==> config.mk <==
export PLATFORM = sky130hd
export DESIGN_NAME = cpe_error_injector
export DESIGN_NICKNAME = d
export VERILOG_FILES = /design/src/rtl/cpe_pkg.sv /design/src/rtl/cpe_parity_corrupt.sv /design/src/rtl/cpe_error_injector.sv
export SDC_FILE = /design/constraint.sdc
export NUM_CORES = 1
export LEC_CHECK = 0
export BUFFER_PORTS_ARGS = -buffer_cell sky130_fd_sc_hd__clkbuf_2
export CORE_MARGIN = 4
export CORE_UTILIZATION = 35
export CTS_CLUSTER_DIAMETER = 120
export DETAILED_ROUTE_END_ITERATION = 16
export GPL_TIMING_DRIVEN = 1
export HOLD_SLACK_MARGIN = 0.08
export PLACE_DENSITY = 0.69
export SYNTH_ARGS = -nofsm -noshare
export SYNTH_HDL_FRONTEND = slang
export SYNTH_SLANG_ARGS = --single-unit
==> constraint.sdc <==
create_clock -name core_clk -period 1.96 [get_ports core_clk]
set_input_delay 0.196 -clock core_clk [delete_from_list [all_inputs] [get_ports core_clk]]
set_output_delay 0.196 -clock core_clk [all_outputs]
set_load 0.01 [all_outputs]
==> src/rtl/cpe_pkg.sv <==
package cpe_pkg;
	// Register byte addresses on the Avalon slave
	localparam logic [15:0] INJECT_OFS = 16'h8ec0;
	localparam logic [15:0] FAULT_CTRL_OFS = 16'h8e88;
	localparam logic [15:0] SYNDROME_OFS = 16'h8e90;
	localparam logic [15:0] SEC_CTRL_OFS = 16'h8e18;
	localparam logic [15:0] IRQ_STAT_OFS = 16'h8f00;
	localparam logic [15:0] IRQ_CLR_OFS = 16'h8f04;
	localparam logic [15:0] IRQ_EN_OFS = 16'h8f08;
	// Injection register fields
	localparam int INJ_CCT_BIT = 3;
	localparam int INJ_CCD_BIT = 2;
	localparam int INJ_WCT_BIT = 1;
	localparam int INJ_WCD_BIT = 0;
	localparam logic [3:0] INJECT_RESET = 4'h0;
	// Fault control and secure control fields
	localparam int FAULT_IRQ_EN_BIT = 3;
	localparam logic FAULT_IRQ_EN_RESET = 1'b1;
	localparam int PERMIT_BIT = 1;
	// Syndrome fields
	localparam int SYN_VALID_BIT = 30;
	localparam int SYN_OVF_BIT = 27;
	localparam int SYN_CE_LSB = 24;
	localparam int SYN_SRC_LSB = 8;
	localparam logic [1:0] CE_CORRECTED = 2'h2;
	localparam logic [1:0] CE_CLEAR_CODE = 2'h3;
	localparam logic [7:0] SERR_NONE = 8'h00;
	localparam logic [7:0] SERR_TAG = 8'h07;
	localparam logic [7:0] SERR_DATA = 8'h08;
	localparam logic [7:0] SRC_CONFIG_CACHE = 8'h08;
	localparam logic [2:0] WALK_SRC_MAX = 3'h7;
	// Event status bit positions
	localparam int EV_TAG_BIT = 0;
	localparam int EV_DATA_BIT = 1;
	localparam int EV_OVF_BIT = 2;
	localparam int EV_W = 3;

	// Cache fill request, parity bits computed by the cache
	typedef struct packed {
		logic valid;
		logic tagPar;
		logic dataPar;
	} cpe_fill_s;

	// Cache lookup hit, stored parity vs recomputed parity
	typedef struct packed {
		logic valid;
		logic tagBad;
		logic dataBad;
		logic [2:0] level;
	} cpe_use_s;

	// Avalon-MM request
	typedef struct packed {
		logic read;
		logic write;
		logic [15:0] address;
		logic [31:0] writedata;
		logic nonsecure;
	} cpe_bus_s;
endpackage

==> src/rtl/cpe_parity_corrupt.sv <==
`timescale 1ns/1ps
`default_nettype none
// Inverts the stored parity bits of one cache fill when injection asks
module cpe_parity_corrupt
	import cpe_pkg::*;
(
	input wire cpe_fill_s fillIn, // Fill from the cache
	input wire logic tagInject, // Corrupt tag parity
	input wire logic dataInject, // Corrupt data parity
	output cpe_fill_s fillOut // Fill as it is stored
);
	// Only the fill itself is touched; stored entries never change here
	assign fillOut.valid = fillIn.valid;
	assign fillOut.tagPar = fillIn.tagPar ^ tagInject;
	assign fillOut.dataPar = fillIn.dataPar ^ dataInject;
endmodule
`default_nettype wire

==> src/rtl/cpe_error_injector.sv <==
// Operation
// - Config cache tag parity inverted while set
// - Config cache data parity inverted while set
// - Walk cache tag parity inverted while set
// - Walk cache data parity inverted while set
// - Fault raised on use, not on write
// - Tag error hides data error
// - Injected errors correctable, not to manager
// - Non-secure access RAZ/WI unless permitted; IRQ status, clear and enable always open, secure control always RAZ/WI
// - Corrected error sets CE to 0b10
// - Source code: walk 0-7, config 8
// - Reliability interrupt gated by enable bit
//
// Added by the designer: register access over Avalon-MM.
`timescale 1ns/1ps
`default_nettype none
module cpe_error_injector
	import cpe_pkg::*;
(
	input wire logic core_clk, // 10 MHz clock
	input wire logic rst, // Async reset, high
	input wire logic [15:0] avsAddress, // Byte address
	input wire logic avsRead, // Read strobe
	input wire logic avsWrite, // Write strobe
	input wire logic [31:0] avsWritedata, // Write data
	input wire logic [3:0] avsByteenable, // Byte lanes
	input wire logic avsNonsecure, // Access is non-secure
	output logic [31:0] avsReaddata, // Read data
	output logic avsWaitrequest, // Stall
	input wire cpe_fill_s configFillIn, // Config cache fill
	output cpe_fill_s configFillOut, // Stored config fill
	input wire cpe_fill_s walkFillIn, // Walk cache fill
	output cpe_fill_s walkFillOut, // Stored walk fill
	input wire cpe_use_s configUse, // Config cache lookup
	input wire cpe_use_s walkUse, // Walk cache lookup
	input wire logic secOverride, // Permit value captured after reset release
	output logic rasIrq, // Reliability interrupt
	output logic irq, // Status interrupt
	output logic correctedErr, // Correctable error pulse
	output logic faultMgrRecord // Fault manager record, never
);
	// Answer state: idle then one answer cycle
	typedef enum logic [1:0] {
		ST_IDLE = 2'b01,
		ST_ACK = 2'b10
	} cpe_state_e;

	cpe_state_e state_r, state_nxt;
	logic [3:0] inject_r; // Injection bits
	logic faultIrqEn_r; // Reliability irq enable
	logic nsPermit_r; // Non-secure permit
	logic strapDone_r; // Strap captured after reset
	logic valid_r; // Syndrome valid
	logic ovf_r; // Syndrome overflow
	logic [1:0] ce_r; // Correctable error field
	logic [7:0] src_r; // Error source code
	logic [7:0] serr_r; // Error kind
	logic [EV_W-1:0] evStat_r; // Sticky event status
	logic [EV_W-1:0] evEn_r; // Event enable
	logic [31:0] rdata_r; // Registered read data
	logic rasIrq_r; // Registered reliability irq

	// Byte lane mask from byteenable
	function automatic logic [31:0] laneMask(input logic [3:0] be);
		laneMask = {{8{be[3]}}, {8{be[2]}}, {8{be[1]}}, {8{be[0]}}};
	endfunction

	// Request acceptance and decode
	wire logic reqOn = (avsRead | avsWrite) & (state_r == ST_IDLE);
	wire logic [31:0] wmask = laneMask(avsByteenable);
	wire logic [31:0] wd = avsWritedata & wmask;
	// Secure-only register gate and RAS gate
	// RAS access gate
	wire logic rasOk = ~avsNonsecure | nsPermit_r;
	wire logic secOk = ~avsNonsecure;
	wire logic hitInj = avsAddress == INJECT_OFS;
	wire logic hitFc = avsAddress == FAULT_CTRL_OFS;
	wire logic hitSyn = avsAddress == SYNDROME_OFS;
	wire logic hitSec = avsAddress == SEC_CTRL_OFS;
	wire logic hitSt = avsAddress == IRQ_STAT_OFS;
	wire logic hitClr = avsAddress == IRQ_CLR_OFS;
	wire logic hitEn = avsAddress == IRQ_EN_OFS;
	// Writes land at the answer edge, where waitrequest is low
	wire logic wrOn = avsWrite & (state_r == ST_ACK);
	wire logic wrInj = wrOn & hitInj & rasOk;
	wire logic wrFc = wrOn & hitFc & rasOk;
	wire logic wrSyn = wrOn & hitSyn & rasOk;
	wire logic wrSec = wrOn & hitSec & secOk;
	wire logic wrClr = wrOn & hitClr;
	wire logic wrEn = wrOn & hitEn;

	// Wait one cycle, answer in the next
	assign state_nxt = (state_r == ST_IDLE) ?
		(reqOn ? ST_ACK : ST_IDLE) : ST_IDLE;
	assign avsWaitrequest = (avsRead | avsWrite) & (state_r != ST_ACK);
	assign avsReaddata = rdata_r;

	// Fill path: corruption applied as entries are stored
	// Config tag and data corrupt
	cpe_parity_corrupt uCfg (
		.fillIn(configFillIn),
		.tagInject(inject_r[INJ_CCT_BIT]),
		.dataInject(inject_r[INJ_CCD_BIT]),
		.fillOut(configFillOut)
	);
	cpe_parity_corrupt uWalk (
		.fillIn(walkFillIn),
		.tagInject(inject_r[INJ_WCT_BIT]),
		.dataInject(inject_r[INJ_WCD_BIT]),
		.fillOut(walkFillOut)
	);

	// Error detection at lookup time only, config wins over walk
	// Detect on use
	wire logic cfgErr = configUse.valid &
		(configUse.tagBad | configUse.dataBad);
	wire logic walkErr = walkUse.valid & (walkUse.tagBad | walkUse.dataBad);
	wire logic anyErr = cfgErr | walkErr;
	wire logic errTag = cfgErr ? configUse.tagBad : walkUse.tagBad;
	wire logic [7:0] errKind = errTag ? SERR_TAG : SERR_DATA;
	wire logic [7:0] errSrc = cfgErr ? SRC_CONFIG_CACHE :
		{5'h00, walkUse.level & WALK_SRC_MAX};

	// Syndrome clear decode; a recording error wins over a clear
	wire logic clrCe = wrSyn &
		(wd[SYN_CE_LSB +: 2] == CE_CLEAR_CODE) & (~ovf_r | wd[SYN_OVF_BIT]);
	wire logic clrValid = wrSyn & wd[SYN_VALID_BIT] &
		((ce_r == 2'h0) | clrCe);
	wire logic clrOvf = wrSyn & wd[SYN_OVF_BIT];
	// Syndrome record update
	wire logic firstErr = anyErr & ((ce_r == 2'h0) | clrCe);

	// Event status: set wins over clear
	wire logic [EV_W-1:0] evSet = {anyErr & ~firstErr, anyErr & ~errTag,
		anyErr & errTag};
	wire logic [EV_W-1:0] evClr = wrClr ? wd[EV_W-1:0] : '0;
	wire logic [EV_W-1:0] evStat_nxt = (evStat_r & ~evClr) | evSet;

	// Read mux, secured reads return zero
	wire logic [31:0] synWord = {1'b0, valid_r, 2'b00, ovf_r, 1'b0, ce_r,
		8'h00, src_r, serr_r};
	logic [31:0] rdMux;
	always_comb begin
		rdMux = 32'h0;
		if (hitInj & rasOk) begin
			rdMux = {28'h0, inject_r};
		end else if (hitFc & rasOk) begin
			rdMux[FAULT_IRQ_EN_BIT] = faultIrqEn_r;
		end else if (hitSyn & rasOk) begin
			rdMux = synWord;
		end else if (hitSec & secOk) begin
			rdMux[PERMIT_BIT] = nsPermit_r;
		end else if (hitSt) begin
			rdMux[EV_W-1:0] = evStat_r;
		end else if (hitEn) begin
			rdMux[EV_W-1:0] = evEn_r;
		end
	end

	// Bus state and read data
	always_ff @(posedge core_clk or posedge rst) begin
		if (rst) begin
			state_r <= ST_IDLE;
			rdata_r <= 32'h0;
		end else begin
			state_r <= state_nxt;
			rdata_r <= (reqOn & avsRead) ? rdMux : 32'h0;
		end
	end

	// Injection register, upper bits not stored
	// Reset clears injection
	always_ff @(posedge core_clk or posedge rst) begin
		if (rst) begin
			inject_r <= INJECT_RESET;
		end else if (wrInj) begin
			inject_r <= (inject_r & ~wmask[3:0]) | wd[3:0];
		end
	end

	// Fault control and secure permit; strap taken after reset release
	always_ff @(posedge core_clk or posedge rst) begin
		if (rst) begin
			faultIrqEn_r <= FAULT_IRQ_EN_RESET;
			nsPermit_r <= 1'b0;
			strapDone_r <= 1'b0;
		end else begin
			strapDone_r <= 1'b1;
			if (wrFc) begin
				faultIrqEn_r <= wd[FAULT_IRQ_EN_BIT] |
					(faultIrqEn_r & ~wmask[FAULT_IRQ_EN_BIT]);
			end
			if (!strapDone_r) begin
				nsPermit_r <= secOverride;
			end else if (wrSec & wmask[PERMIT_BIT]) begin
				nsPermit_r <= wd[PERMIT_BIT];
			end
		end
	end

	// Syndrome record; earliest error kept, later ones overflow
	// CE set on error
	always_ff @(posedge core_clk or posedge rst) begin
		if (rst) begin
			valid_r <= 1'b0;
			ovf_r <= 1'b0;
			ce_r <= 2'h0;
			src_r <= 8'h00;
			serr_r <= SERR_NONE;
		end else begin
			valid_r <= anyErr | (valid_r & ~clrValid);
			ovf_r <= (anyErr & ~firstErr) | (ovf_r & ~clrOvf);
			if (firstErr) begin
				ce_r <= CE_CORRECTED;
				src_r <= errSrc;
				serr_r <= errKind;
			end else if (clrCe) begin
				ce_r <= 2'h0;
				serr_r <= SERR_NONE;
			end
		end
	end

	// Events, enables and interrupt lines
	// Irq gated by enable
	always_ff @(posedge core_clk or posedge rst) begin
		if (rst) begin
			evStat_r <= '0;
			evEn_r <= '0;
			rasIrq_r <= 1'b0;
			correctedErr <= 1'b0;
		end else begin
			evStat_r <= evStat_nxt;
			if (wrEn) begin
				evEn_r <= wd[EV_W-1:0];
			end
			rasIrq_r <= faultIrqEn_r & anyErr;
			correctedErr <= anyErr;
		end
	end

	// Level interrupt from enabled sticky events
	assign irq = |(evStat_r & evEn_r);
	assign rasIrq = rasIrq_r;
	// Injected errors never reach the fault manager records
	assign faultMgrRecord = 1'b0;
endmodule
`default_nettype wire

# Word-level counts from Yosys, hierarchy flattened
# Index checks and enable logic that the tools add are counted.
[totals]
register_bits = 69
input_bits = 76
out_inout_bits = 43
wordCells = 117
[classes]
n_eq_ne = 12
muxes = 24
bitwise_logic = 63
reduce_logical = 3
[ops]
columns = ["cell", "count"]
rows = [
  ["$eq A16 B16 Y1 const B", 7],
  ["$mux W32", 2],
  ["$mux W28", 2],
  ["$and A1 B1 Y1", 34],
  ["$and A31 B31 Y31", 1],
  ["$mux W8", 2],
  ["$mux W3", 5],
  ["$or A1 B1 Y1", 10],
  ["$mux W2", 4],
  ["$mux W4", 2],
  ["$mux W1", 7],
  ["$not A1 Y1", 7],
  ["$and A3 B3 Y3", 2],
  ["$and A4 B4 Y4", 1],
  ["$eq A2 B2 Y1 const B", 2],
  ["$not A4 Y4", 1],
  ["$or A4 B4 Y4", 1],
  ["$xor A1 B1 Y1", 4],
  ["$not A3 Y3", 1],
  ["$or A3 B3 Y3", 1],
  ["$reduce_or A3 Y1", 1],
  ["$eq A2 B1 Y1 const B", 1],
  ["$logic_not A2 Y1", 1],
  ["$ne A2 B1 Y1 const B", 1],
  ["other kinds (2)", 2],
]

# Longest topological paths before layout
[depth]
ltp_word = 11
mapped_depth = 7
mapped_depth_nobuf = 5

# Cells and area by module
# A second synthesis with hierarchy kept.
[hier_totals]
hier_cells = 206
area_unflattened_um2 = 1998.2
[modules_own_cells]
columns = ["module", "instances", "cells_each", "area_each_um2", "seq_area_each_um2"]
rows = [
  ["cpe_error_injector", 1, 200, 1948.1, 928.4],
  ["cpe_parity_corrupt", 2, 3, 25.0, 0.0],
]

# Worst setup path before layout
# OpenSTA, ideal clock, no wires.
[synth_path]
kind = "input to register"
from = "input avsAddress[13]"
to = "register (tool-made name)"
setup_ps = 125
arrival_time_ps = 1844
t_required_ps = 1835
path_slack_ps = -9
stages = 4
path_buffers = 0
path_cell_list = "or4b_4 or4_4 nor4_4 mux2_2"
[synth_lines]
columns = ["element", "line", "rtl"]
rows = [
  ["start: declaration", "cpe_error_injector.sv:22", "input wire logic [15:0] avsAddress,"],
]

==> flow_summary.json <==
{
  "outcome": "completed",
  "clk_pin_slew_ns": 0.07,
  "rsz0062_at_grt": "false",
  "die_w_um": 85.5,
  "synth_seq_area_share_pct": 44.1,
  "viasPerCell": 4.66,
  "fin_tns_setup_ns": 0,
  "dpl_cell_area_um2": 2550,
  "p_leak_nw": 1.32,
  "cp.required_ns": 2.13,
  "stdcell_area_um2": 2680,
  "path_buf_inv": 2,
  "synth_top_area_cell": "dfrtp_1",
  "synth_flop_cell": "dfrtp_1",
  "setup_viol": 0,
  "post_drt_wl_per_cell_um": 12.9,
  "root_buffer": "clkbuf_8",
  "htreeDepth": 2,
  "grt_pass1_vias": 1655,
  "gp_congestion": 0.825,
  "post_cts_buffers": 0,
  "fin_crit_ns": 1.83,
  "coreArea_um2": 5680,
  "cts.sinks": 37,
  "regToRegSetupSlack_ns": 0.16,
  "start_util_pct": 37.1,
  "arrival_ns": 2.00,
  "ys_async_sr_fraction_pct": 100,
  "final.period_utilization_pct": 93.4,
  "ys_types": 46,
  "drive_gt1_share_pct": 37.4,
  "ir_drop_uv": 302,
  "slew_violations": 0,
  "p_per_area_nw_per_um2": 653,
  "critPathLaunchType": "input port",
  "hp-class": "input port to flop",
  "fin_util_pct": 47.2,
  "drt_first_pass_iters": 4,
  "ys_seq_elements": 37,
  "syn_avg_cell_area_um2": 9.78,
  "port_buffers": 63,
  "slowest_delay_ns": 0.55,
  "end_kind": "flop",
  "synthCells": 215,
  "cts_buffers": 5,
  "antenna_found_initial": 0,
  "io_pins": 119,
  "wirelength_um": 4840,
  "setup_ws_ns": 0.128,
  "drt-initial-drc-count": 74,
  "preCtsSetupSlack_ns": -0.167,
  "cp_cell_sequence": "clkbuf_2 > or4b_4 > or4_4 > nor4_4 > buf_4 > mux2_2",
  "grt_usage_pct": 13.8,
  "layout.nets": 377,
  "synthTopCellsByArea": "dfrtp_1, buf_4, mux2_2",
  "layout_common_cells": "clkbuf_2, dfrtp_1, conb_1",
  "clk_path_buf_depth": 2,
  "route.detailed.drc": 0,
  "die_height_um": 85.5,
  "dp.final_hpwl_um": 3990,
  "clk_latency_ns": 0.29,
  "cts_tree": "built",
  "max-cap-violations": 0,
  "drtAntennaViolNets": 0,
  "synthesis.area_um2": 2100,
  "r2r_cells": 5,
  "diodes": 0,
  "area_growth_syn_to_layout_pct": 27.4,
  "finClkSkew_ns": 0.00862,
  "crit_slowest_cell": "or4b_4",
  "cts_resized": 0,
  "yosysTopAreaCellShare_pct": 41.6,
  "grt_remaining_overflow": 0,
  "die-area_um2": 7310,
  "crit_path_max_fanout": 4,
  "worst-setup-path-type": "input port to flop",
  "yosys_warnings": 0,
  "layout_commonest_cell": "clkbuf_2",
  "crit_family": "simple AND/OR/NAND/NOR gates",
  "cp.depth": 6,
  "rows": 27,
  "fmax_mhz": 546,
  "hold_viol": 0,
  "grt_max_degree": 38,
  "cp-startpoint": "avsAddress[13]",
  "vias": 1742,
  "grt_pass1_wl_um": 7900,
  "r2r_end": "ce_r[1]$_DFFE_PP0P_",
  "fill_cells": 585,
  "rr_startpoint": "nsPermit_r$_DFFE_PP0P_",
  "synth-edff-count": 0
}
## routing by layer
| layer | global-route usage, % | share of wire (%) | vias to the layer above |
|---|---|---|---|
| met4 | 3.88 | 1.1 | 0 |
| met5 | 0 | 0 | - |
| li1 | - | - | 878 |
| met3 | 3.75 | 8.2 | 5 |
| met1 | 17.7 | 44 | 793 |
| met2 | 22.7 | 47 | 66 |
## kinds of logic after synthesis
logic type | count (synthesis) | share of synthesized area (%)
buffers and inverters | 41 | 11.6
and+or+nand+nor | 87 | 25.5
xor gates and xnor gates | 5 | 2.08
AOI/OAI and AO/OA | 30 | 9.70
other | 2 | 0.357
muxes | 13 | 6.66
DFF | 37 | 44.1
## worst register-to-register path, cell delays in order, from the launching register on
cell and delay, ns:
dfrtp_1 0.37, nor2b_1 0.10, nand3b_1 0.26, or3_1 0.43
nor4_2 0.35, o21ai_0 0.14
## Yosys cell counts, types with 2 or more instances
cell type	instances
inv_1	14
a22o_1	3
o31ai_1	2
nand3_1	4
clkbuf_1	3
nand2b_1	2
or3_1	3
and3b_1	2
mux2i_1	5
mux2_2	8
a21oi_1	3
nor3_1	5
dfstp_2	2
and3_1	3
nand2_1	22
nand3b_1	5
and2_1	7
dfrtp_1	35
or3b_2	3
buf_4	24
nor2_1	10
a22oi_1	2
nor4_1	5
o21ai_0	11
o32ai_1	2
nor2b_1	4
conb_1	2
or4_4	2
xor2_1	5
## worst min-delay path by stage
stage	startpoint	endpoint	slack, ns	cells past startpoint
6_report	secOverride	nsPermit_r$_DFFE_PP0P_	0.13	3
5_1_grt	walkUse[2]	src_r[2]$_DFFE_PP0P_	0.16	3
4_1_cts	secOverride	nsPermit_r$_DFFE_PP0P_	0.13	3
3_5_place_dp	rst	avsReaddata[10]$_DFF_PP0_	0.31	3
3_3_place_gp	rst	avsReaddata[11]$_DFF_PP0_	0.31	3
2_1_floorplan	walkUse[0]	src_r[0]$_DFFE_PP0P_	0.33	2
## metrics by stage
step           instances  total power [mW]  hold WS [ns]
5_1_grt              374              1.83         0.156
4_1_cts              374              1.77         0.126
6_report             374              1.75         0.132
2_1_floorplan        236              1.01         0.332
3_5_place_dp         365              1.09         0.307
3_3_place_gp         365              1.08         0.310
## area by class of cell
type                            count  area [um^2]  share of cell area (%)
Clock buffer                        7         86.3                    3.22
Timing Repair Buffer               85          483                    18.0
Clock inverter                      1         30.0                    1.12
Inverter                           14         52.6                    1.96
Tap cell                           72         90.1                    3.36
Multi-Input combinational cell    158         1010                    37.7
Sequential cell                    37          928                    34.6
## what timing repair did
action	CTS	global route
setup endpoints to repair	0	0
hold buffers	1	0
endpoints found under the hold margin	35	0
## where the power goes
| group | leakage (nW) | total (mW) | switching, mW | internal (mW) |
|---|---|---|---|---|
| logic | 0.814 | 0.256 | 0.150 | 0.106 |
| clock network | 0.0585 | 0.678 | 0.263 | 0.415 |
| registers | 0.450 | 0.816 | 0.0208 | 0.796 |
| total | 1.32 | 1.75 | 0.434 | 1.32 |
Power figures use the tool's default switching activity.
